==> config.mk <==
export PLATFORM = sky130hd
export DESIGN_NAME = wdt_top
export DESIGN_NICKNAME = d
export VERILOG_FILES = /design/src/include/wdt_pkg.sv /design/src/wdt_top.sv
export SDC_FILE = /design/constraint.sdc
export NUM_CORES = 1
export LEC_CHECK = 0
export BUFFER_PORTS_ARGS = -buffer_cell sky130_fd_sc_hd__buf_2
export CORE_MARGIN = 1
export CORE_UTILIZATION = 44
export CTS_BUF_LIST = sky130_fd_sc_hd__clkbuf_8
export DETAILED_ROUTE_END_ITERATION = 7
export PLACE_DENSITY = 0.75
export RECOVER_POWER = 25
export SETUP_SLACK_MARGIN = 0.3
export SLEW_MARGIN = 20
export SYNTH_ARGS = -nofsm -noshare
export SYNTH_HDL_FRONTEND = slang
export SYNTH_SLANG_ARGS = --single-unit
==> constraint.sdc <==
create_clock -name clk -period 2.13 [get_ports clk]
set_input_delay 0.3195 -clock clk [delete_from_list [all_inputs] [get_ports clk]]
set_output_delay 0.3195 -clock clk [all_outputs]
set_load 0.02 [all_outputs]
==> src/include/wdt_pkg.sv <==
package wdt_pkg;
	// ****************************************
	// register map (byte addresses)
	// ****************************************
	localparam logic [7:0] ADDR_POWER_CONTROL = 8'h87;
	localparam logic [7:0] ADDR_WATCHDOG_COUNT = 8'hFF;
	localparam logic [7:0] ADDR_WATCHDOG_CTRL = 8'h80;
	// ****************************************
	// fields and reset values
	// ****************************************
	localparam int POWER_DOWN_BIT = 1;
	localparam int UNLOCK_BIT = 4;
	localparam int IDLE_BIT = 0;
	localparam logic [7:0] POWER_CONTROL_RST = 8'h00;
	localparam logic [7:0] WATCHDOG_COUNT_RST = 8'h00;
	localparam logic [7:0] POWER_CONTROL_RW_MASK = 8'hEF;
	// ****************************************
	// timing
	// ****************************************
	localparam int OSC_DIV = 6;
	localparam int PRESCALE_BITS = 11;
	localparam int PULSE_MACHINE_CYCLES = 3;
	localparam int PULSE_CYCLES = OSC_DIV * PULSE_MACHINE_CYCLES;
	localparam logic [2:0] MC_LAST = 3'(OSC_DIV - 1);
	localparam logic [4:0] PULSE_LAST = 5'(PULSE_CYCLES - 1);
	// ****************************************
	// types
	// ****************************************
	typedef enum logic [1:0] {
		WDT_RUN = 2'b00,
		WDT_PULSE = 2'b01
	} wdt_state_t;
	typedef struct packed {
		logic cyc;
		logic stb;
		logic we;
		logic [3:0] sel;
		logic [7:0] adr;
		logic [31:0] dat;
	} wdt_wb_req_t;
	typedef struct packed {
		wdt_state_t st;
		logic [2:0] mc_cnt;
		logic [PRESCALE_BITS-1:0] pre;
		logic [7:0] count;
		logic [7:0] power_control;
		logic [4:0] pulse_cnt;
		logic ack;
		logic [31:0] rdat;
		logic [7:0] ovf_cnt;
	} wdt_regs_t;
endpackage

==> src/wdt_top.sv <==
`timescale 1ns/1ps
// What this block does
// - eight-bit up timer advanced by carry of an eleven-bit prescaler
// - prescaler ticks once per six oscillator clocks, the machine cycle
// - timer steps once every 2048 prescaler ticks
// - timer rollover from maximum issues a brief internal reset
// - overflow also drives a reset pin pulse three machine cycles long
// - enable pin low keeps watchdog active, software cannot disable it
// - enable pin high disables watchdog, no resets generated
// - accepted timer write clears unlock flag automatically
// - timer write with unlock flag clear is ignored
// - zero load gives longest interval, all ones the shortest
// - prescaler and timer keep counting in idle mode
// - with watchdog enabled, power-down bit cannot be set, reads zero
// - timer at address FF, power control at 87
module wdt_top
	import wdt_pkg::*;
(
	// clock and reset
	input wire logic clk,
	input wire logic rst,
	// wishbone slave
	input wire logic wb_cyc_i,
	input wire logic wb_stb_i,
	input wire logic wb_we_i,
	input wire logic [3:0] wb_sel_i,
	input wire logic [7:0] wb_adr_i,
	input wire logic [31:0] wb_dat_i,
	output logic [31:0] wb_dat_o,
	output logic wb_ack_o,
	// watchdog pins
	input wire logic watchdog_enable_pin_n,
	input wire logic ext_reset_in,
	output logic rst_pin_o,
	output logic rst_pin_oe_n,
	output logic sys_reset_o,
	output logic power_down_o,
	output logic idle_o
);
	// ****************************************
	// elaboration checks
	// ****************************************
	if (PRESCALE_BITS != 11 || OSC_DIV < 2 || OSC_DIV > 8) begin : g_chk
		$error("wdt_top: unsupported prescaler setup");
	end

	wdt_wb_req_t req;
	wdt_regs_t cur_ff;
	wdt_regs_t nxt_ff;
	logic wd_on;
	logic mc_tick;
	logic pre_carry;
	logic bus_go;
	logic wr_byte;
	logic wr_count;
	logic wr_power_control;
	logic ovf;

	function automatic logic [31:0] rd_mux(input logic [7:0] a, input wdt_regs_t s,
		input logic on);
		logic [31:0] r;
		r = 32'h0000_0000;
		case (a)
			ADDR_POWER_CONTROL: r = {24'h00_0000, s.power_control};
			ADDR_WATCHDOG_COUNT: r = {24'h00_0000, s.count};
			ADDR_WATCHDOG_CTRL: r = {24'h00_0000, s.ovf_cnt[6:0], on};
			default: r = 32'h0000_0000;
		endcase
		return r;
	endfunction

	assign req = '{cyc: wb_cyc_i, stb: wb_stb_i, we: wb_we_i, sel: wb_sel_i,
		adr: wb_adr_i, dat: wb_dat_i};

	// ****************************************
	// combinational next state
	// ****************************************
	always_comb begin
		nxt_ff = cur_ff;
		wd_on = ~watchdog_enable_pin_n;
		bus_go = req.cyc && req.stb && !cur_ff.ack;
		wr_byte = bus_go && req.we && req.sel[0];
		wr_count = wr_byte && (req.adr == ADDR_WATCHDOG_COUNT);
		wr_power_control = wr_byte && (req.adr == ADDR_POWER_CONTROL);
		// machine cycle = six clocks; idle does not gate it
		mc_tick = (cur_ff.mc_cnt == MC_LAST);
		pre_carry = mc_tick && (&cur_ff.pre);
		ovf = wd_on && pre_carry && (&cur_ff.count) && cur_ff.st == WDT_RUN;
		nxt_ff.ack = bus_go;
		nxt_ff.rdat = bus_go ? rd_mux(req.adr, cur_ff, wd_on) : 32'h0000_0000;
		nxt_ff.mc_cnt = mc_tick ? 3'h0 : cur_ff.mc_cnt + 3'h1;
		if (mc_tick) begin
			nxt_ff.pre = cur_ff.pre + 11'h001;
		end
		if (pre_carry) begin
			// overflow wraps to zero, the longest interval after a reset
			nxt_ff.count = cur_ff.count + 8'h01;
		end
		if (wr_power_control) begin
			nxt_ff.power_control = (req.dat[7:0] & POWER_CONTROL_RW_MASK) | (cur_ff.power_control & ~POWER_CONTROL_RW_MASK);
			if (req.dat[UNLOCK_BIT]) begin
				nxt_ff.power_control[UNLOCK_BIT] = 1'b1;
			end
		end
		if (wd_on) begin
			nxt_ff.power_control[POWER_DOWN_BIT] = 1'b0;
		end
		if (wr_count && cur_ff.power_control[UNLOCK_BIT]) begin
			// a reload also restarts the prescaler for a clean interval
			nxt_ff.count = req.dat[7:0];
			nxt_ff.pre = '0;
			nxt_ff.power_control[UNLOCK_BIT] = 1'b0;
		end
		case (cur_ff.st)
			WDT_RUN: begin
				if (ovf) begin
					nxt_ff.st = WDT_PULSE;
					nxt_ff.pulse_cnt = 5'h00;
					nxt_ff.ovf_cnt = cur_ff.ovf_cnt + 8'h01;
				end
			end
			WDT_PULSE: begin
				// whole-chip reset: unlock flag and prescaler start clean
				nxt_ff.pre = '0;
				nxt_ff.mc_cnt = 3'h0;
				nxt_ff.count = WATCHDOG_COUNT_RST;
				nxt_ff.power_control = POWER_CONTROL_RST;
				if (cur_ff.pulse_cnt == PULSE_LAST) begin
					nxt_ff.st = WDT_RUN;
				end else begin
					nxt_ff.pulse_cnt = cur_ff.pulse_cnt + 5'h01;
				end
			end
			default: nxt_ff.st = WDT_RUN;
		endcase
		if (ext_reset_in) begin
			nxt_ff.pre = '0;
			nxt_ff.power_control = POWER_CONTROL_RST;
			nxt_ff.count = WATCHDOG_COUNT_RST;
		end
	end

	// ****************************************
	// state register
	// ****************************************
	always_ff @(posedge clk or posedge rst) begin
		if (rst) begin
			cur_ff <= '{st: WDT_RUN, mc_cnt: 3'h0, pre: '0, count: WATCHDOG_COUNT_RST,
				power_control: POWER_CONTROL_RST, pulse_cnt: 5'h00, ack: 1'b0,
				rdat: 32'h0000_0000, ovf_cnt: 8'h00};
		end else begin
			cur_ff <= nxt_ff;
		end
	end

	// ****************************************
	// outputs
	// ****************************************
	assign wb_ack_o = cur_ff.ack;
	assign wb_dat_o = cur_ff.rdat;
	assign sys_reset_o = (cur_ff.st == WDT_PULSE);
	// pin is driven high during the pulse; a capacitor may swallow it, the internal reset stays
	assign rst_pin_o = 1'b1;
	assign rst_pin_oe_n = ~(cur_ff.st == WDT_PULSE);
	assign power_down_o = cur_ff.power_control[POWER_DOWN_BIT];
	assign idle_o = cur_ff.power_control[IDLE_BIT];

	// ****************************************
	// checks
	// ****************************************
	AST_PULSE_LEN: assert property (@(posedge clk) disable iff (rst)
		$rose(sys_reset_o) |-> sys_reset_o [*8] ##0 1)
		else $error("reset pulse shorter than expected");
	AST_PULSE_END: assert property (@(posedge clk) disable iff (rst)
		$rose(sys_reset_o) |-> ##18 !sys_reset_o)
		else $error("reset pulse not eighteen clocks");
	AST_OVF_PULSE: assert property (@(posedge clk) disable iff (rst)
		ovf |=> sys_reset_o)
		else $error("overflow gave no reset");
	AST_DISABLED: assert property (@(posedge clk) disable iff (rst)
		watchdog_enable_pin_n |-> !ovf)
		else $error("overflow while disabled");
	AST_PD_BLOCK: assert property (@(posedge clk) disable iff (rst)
		!watchdog_enable_pin_n && $past(!watchdog_enable_pin_n) |-> !power_down_o)
		else $error("power-down set while watchdog on");
	AST_LOCKED_WR: assert property (@(posedge clk) disable iff (rst)
		wr_count && !cur_ff.power_control[UNLOCK_BIT] && !pre_carry && !ext_reset_in
		&& cur_ff.st == WDT_RUN |=> $stable(cur_ff.count))
		else $error("locked write changed timer");
	AST_UNLOCK_CLR: assert property (@(posedge clk) disable iff (rst)
		wr_count && cur_ff.power_control[UNLOCK_BIT] && !ext_reset_in && cur_ff.st == WDT_RUN
		|=> !cur_ff.power_control[UNLOCK_BIT] && cur_ff.count == $past(req.dat[7:0]))
		else $error("reload did not load or relock");
	AST_STEP: assert property (@(posedge clk) disable iff (rst)
		pre_carry && !wr_count && !ext_reset_in && cur_ff.st == WDT_RUN
		|=> cur_ff.count == 8'($past(cur_ff.count) + 8'h01))
		else $error("timer did not step on carry");
	// the pulse holds the divider at zero, so an overflow tick starts no normal cycle
	AST_MC: assert property (@(posedge clk) disable iff (rst)
		mc_tick && !ovf && !ext_reset_in |=> !mc_tick [*5] ##1 mc_tick)
		else $error("machine cycle not six clocks");
	// ****************************************
	// bus checks
	// ****************************************
	AST_ACK_ONE: assert property (@(posedge clk) disable iff (rst)
		wb_ack_o
		|=> !wb_ack_o)
		else $error("ack stood longer than one cycle");
	AST_ACK_ANS: assert property (@(posedge clk) disable iff (rst)
		wb_cyc_i && wb_stb_i && !wb_ack_o
		|=> wb_ack_o)
		else $error("request not answered next cycle");
	AST_RD_COUNT: assert property (@(posedge clk) disable iff (rst)
		bus_go && !req.we && req.adr == ADDR_WATCHDOG_COUNT
		|=> wb_dat_o == {24'h00_0000, $past(cur_ff.count)})
		else $error("timer read returned wrong value");
	AST_RD_ZERO: assert property (@(posedge clk) disable iff (rst)
		!wb_ack_o
		|-> wb_dat_o == 32'h0000_0000)
		else $error("read data not zero outside ack");
	AST_RD_PD: assert property (@(posedge clk) disable iff (rst)
		bus_go && !req.we && req.adr == ADDR_POWER_CONTROL && !watchdog_enable_pin_n
		&& $past(!watchdog_enable_pin_n) |=> !wb_dat_o[POWER_DOWN_BIT])
		else $error("power-down bit read one while watchdog on");
	// ****************************************
	// timer and reset checks
	// ****************************************
	AST_PIN_OE: assert property (@(posedge clk) disable iff (rst)
		1'b1
		|-> rst_pin_oe_n == !sys_reset_o)
		else $error("pin drive and internal reset disagree");
	AST_PRE_STEP: assert property (@(posedge clk) disable iff (rst)
		mc_tick && !wr_count && cur_ff.st == WDT_RUN && !ext_reset_in
		|=> cur_ff.pre == 11'($past(cur_ff.pre) + 11'h001))
		else $error("prescaler did not step on machine cycle");
	AST_PRE_HOLD: assert property (@(posedge clk) disable iff (rst)
		!mc_tick && !wr_count && cur_ff.st == WDT_RUN && !ext_reset_in
		|=> $stable(cur_ff.pre))
		else $error("prescaler moved between machine cycles");
	AST_UNLOCK_HOLD: assert property (@(posedge clk) disable iff (rst)
		cur_ff.power_control[UNLOCK_BIT] && !wr_count && cur_ff.st == WDT_RUN && !ext_reset_in
		|=> cur_ff.power_control[UNLOCK_BIT])
		else $error("unlock flag lost without a reload");
	AST_EXT_CLR: assert property (@(posedge clk) disable iff (rst)
		ext_reset_in
		|=> cur_ff.pre == '0 && !cur_ff.power_control[UNLOCK_BIT])
		else $error("system reset left prescaler or unlock flag");
	AST_PULSE_CLR: assert property (@(posedge clk) disable iff (rst)
		sys_reset_o
		|=> !cur_ff.power_control[UNLOCK_BIT] && cur_ff.pre == '0)
		else $error("watchdog reset left prescaler or unlock flag");
	AST_ENABLED_OVF: assert property (@(posedge clk) disable iff (rst)
		!watchdog_enable_pin_n && pre_carry && cur_ff.count == 8'hFF && !sys_reset_o
		|=> sys_reset_o)
		else $error("enabled watchdog missed an overflow");
endmodule

# After elaboration in Yosys (flattened, before gate mapping)
# Cells that the tools add are included.
[classes] muxes=18 add_sub_neg=5 n_reduce_logical=23 bitwise=3 n_eq_ne=10
[ops] cell="$mux W32" n=1
[ops] cell="$mux W30" n=1
[ops] cell="$mux W27" n=1
[ops] cell="$eq A8 B8 Y1 const B" n=3
[ops] cell="$pmux W8 S3" n=1
[ops] cell="$mux W19" n=1
[ops] cell="$add A8 B1 Y8 const B" n=2
[ops] cell="$mux W8" n=2
[ops] cell="$reduce_bool A4 Y1" n=3
[ops] cell="$add A11 B1 Y11 const B" n=1
[ops] cell="$logic_and A1 B1 Y1" n=11
[ops] cell="$mux W11" n=1
[ops] cell="$reduce_and A11 Y1" n=1
[ops] cell="$mux W5" n=2
[ops] cell="$pmux W5 S2" n=1
[ops] cell="$or A8 B5 Y8" n=1
[ops] cell="$reduce_and A8 Y1" n=1
[ops] cell="$add A5 B1 Y5 const B" n=1
[ops] cell="$eq A5 B5 Y1 const B" n=1
[ops] cell="$mux W2" n=2
[ops] cell="$ne A2 B2 Y1 const B" n=2
[ops] cell="$ne A4 B1 Y1 const B" n=1
[ops] cell="$pmux W2 S2" n=1
[ops] cell="$reduce_and A2 Y1" n=2
[ops] cell="other kinds (12)" n=15
[totals] output_inout_bits=38 register_bits=78 elab_cells=70

# Depth between registers and ports, before layout
[depth] ltp_word=9 mapped_depth=7 mapped_depth_nobuf=7

# Worst setup path after synthesis
# Ideal clock, no wire load.
[synth_timing] path_type="reg-to-reg" start="register cur_ff[74] in the netlist's numbering" end="register cur_ff[1] in the netlist's numbering" stages_incl_launch_ff=6 arrival_time_ns=1.738 setup_time_ns=0.125 slack_ns=0.267 path_cell_list="dfrtp_1 -> nand3b_4 -> or4_4 -> buf_6 -> nor2_8 -> mux2_2"
[synth_via] elab_chain_cells=6
[synth_rtl] element="start, declared" line_no="wdt_top.sv:48" source="wdt_regs_t cur_ff;"
[synth_rtl] element="start signal, assigned" line_no="wdt_top.sv:148" source="cur_ff <= '{st: WDT_RUN, mc_cnt: 3'h0, pre: '0, count: WATCHDOG_COUNT_RST,"
[synth_rtl] element="start signal, assigned" line_no="wdt_top.sv:152" source="cur_ff <= nxt_ff;"
[synth_rtl] element="$eq A3 B3 Y1" line_no="wdt_top.sv:86" source="mc_tick = (cur_ff.mc_cnt == MC_LAST);"
[synth_rtl] element="$logic_and A1 B1 Y1" line_no="wdt_top.sv:87" source="pre_carry = mc_tick && (&cur_ff.pre);"
[synth_rtl] element="$logic_and A1 B1 Y1 (3 in series)" line_no="wdt_top.sv:88" source="ovf = wd_on && pre_carry && (&cur_ff.count) && cur_ff.st == WDT_RUN;"
[synth_rtl] element="$reduce_and A2 Y1 (no source line)"
# Every way passes these cells.
# A chain may end at the register's enable or synchronous reset.

# Worst setup path after layout
# Ends and elaborated chain as after synthesis.

==> metrics <==
CP delay by family, top=simple AND/OR/NAND/NOR gates; Final Hold Fails=0; Netlist cell types=41; Critical Path Start Type=flip-flop; Clock transition at path regs=0.09 ns; CTS tree=yes; GP Congestion=0.7616; routed len/inst=13.27 um; clk sinks=52; worst path bufs/invs=0; GR Overflow Total=0; Die X=81.71 um; register area share after synthesis=46.55%; # DRC=0; Post-CTS Hold Buffers=0; crit path DAT=1.98 ns; initial core utilization=46.39%; placed cells=387; Site Rows=28; Post-synth EDFFs=0; most frequent cells in the layout=dfrtp_1, buf_2, nor2_1; fraction of layout instances using a drive strength above 1=23.51%; Final #Nets=391; Layout area overhead=13.43%; First-pass DRT Iterations=4; RSZ-0062 raised after global routing=yes; Port Buffers=36; chip height=81.71 um; post-synth design cell area=0.002795 mm2; Critical Path, Cell by Cell=nand3b_4, or4_4, nor2_8, mux2_4; Critical Path Fanout Max=7; async set-or-reset flop fraction in the synthesized netlist=100.0%; Final Non-Filler Cells=411; #FFs+latches synth=52; Power Density=527.0 mW/mm2; status=complete, no violations; CP endpoint kind=flip-flop; CTS Buffer Depth=2; Slowest-stage cell, CP=or4_4; Filler Cell Count=538; Final setup viols=0; fin. max-slew vios=0; post-route ant nets=0; Crit Path Class=reg2reg; period utilisation layout=84.32%; clock skew=0.009798 ns; Critical Path RT=2.32 ns; mean post-synth cell area=9.877 um2; synth warn=0; dominant synthesized flop cell=dfrtp_1; Tmin final=1.796 ns; slew of the pin with the lowest slew margin=0.8575 ns; Worst path max stage delay=0.62 ns; antenna cells=0; Root Driver=clkbuf_8; fmax=0.5568 GHz; Starting DRT DRC Count=141; core box area=0.006026 mm2; final WL=5453 um; R2R Setup Slk=0.33 ns; via count=2114; via/cell ratio=5.144; reg2reg path depth=4; Clock H-tree levels=2; largest net degree at the start of global routing=21; worst r2r src=cur_ff[74]; boundary pin count=89; maximum VDD drop=0.0003244 V; leading cell type in the layout, fill and taps excluded=dfrtp_1; detailed placement HPWL=3977 um; Worst R2R End=cur_ff[1]; Total Routing Usage GR=17.90%; first-pass GRT wire length=8963 um; number of global-route vias before repair=1968; initial antenna violation count=0; Slew headroom=42.84%; die area=0.006676 mm2; Skew-Pair Late Insertion Delay=0.30 ns; TritonCTS Buffers=5; Mapped Cells=283; Hold Path Class=in2async; Pleak=1.581 nW; max-cap violations=0; final setup TNS=0 ns
flip-flops by register name (all words and copies together) (netlist names):
name and count:
wb_ack_o 1, idle_o 1, cur_ff 41, power_down_o 1, wb_dat_o 8
power breakdown:
group | total [W] | internal [W] | switching, W
combinational | 0.000117 | 0.0000275 | 0.0000893
sequential | 0.000990 | 0.000988 | 0.00000154
clock | 0.000564 | 0.000260 | 0.000304
stage by stage:
stage	instance area [um2]	utilization [%]	power [W]	setup WS, ns	hold slack (ns)
floorplan	2885	-	0.001118	0.2716	0.4274
global placement	2947	48.90	0.001126	0.2266	0.3475
detailed placement	2947	48.90	0.001127	0.2003	0.3505
CTS	3112	51.64	0.001690	0.2880	0.01663
global route	3171	52.62	0.001748	0.2678	0.2017
finish	3171	52.62	0.001671	0.3341	0.1437
logic make-up (layout without fill, tap and decap cells):
family	count (synthesis)	after routing	share of synthesized area, %
adder cells (fa/ha/maj)	5	5	2.238
other	2	25	0.2687
AND/OR/NAND/NOR	105	105	20.55
flip-flops	52	52	46.55
buffers and inverters	43	73	10.56
XOR/XNOR	25	25	7.833
multiplexers	10	10	3.626
AO/OA/AOI/OAI	41	41	8.371
what timing repair did:
| item | 4_1_cts | 5_1_grt |
|---|---|---|
| setup buffers | 8 | 8 |
| resized for setup | 2 | 2 |
| pin swaps | 3 | 5 |
| setup endpoints to repair | 6 | 8 |
cell usage after synthesis, drive strengths merged (4+ instances only):
master	number	area (um2)
dfrtp	52	1301
buf	37	272.8
nor2	31	132.6
nand2	23	86.33
a21oi	20	100.1
xor2	16	140.1
nand4	14	87.58
nand3	11	55.05
o21ai	10	53.80
mux2i	9	90.09
xnor2	9	78.83
a22oi	8	60.06
and3	5	31.28
ha	5	62.56
nor3	5	25.02
inv	4	15.01
cell type report:
class	instances	area (um2)	area share [%]
inverters	4	15.01	0.4736
flip-flops and latches	52	1303	41.08
well taps	75	93.84	2.960
multi-input cells	211	1306	41.20
repair buffers	61	360.3	11.37
clock inverters	2	10.01	0.3157
clock buffers	6	82.58	2.605
layer usage:
| layer | track usage [%] | share of wire, % | wire length (um) | vias up |
|---|---|---|---|---|
| met4 | 6.491 | 1.6 | 88 | 0 |
| met2 | 29.33 | 50 | 2708 | 61 |
| met1 | 23.33 | 45 | 2473 | 1009 |
| met5 | 0 | 0 | 0 | - |
| li1 | - | - | - | 1033 |
| met3 | 3.778 | 3.3 | 182 | 11 |
worst max-delay path by stage:
stage | from | end | slack [ns] | depth (start not counted)
final | cur_ff[74] | cur_ff[1] | 0.33 | 4
after global routing | cur_ff[74] | cur_ff[60] | 0.27 | 6
after CTS | cur_ff[63] | cur_ff[1] | 0.29 | 5
after detailed placement | cur_ff[74] | cur_ff[1] | 0.20 | 4
after global placement | cur_ff[74] | cur_ff[1] | 0.23 | 4
after floorplan | cur_ff[74] | cur_ff[1] | 0.27 | 5
Note: power is estimated with default switching activity, not from simulation.
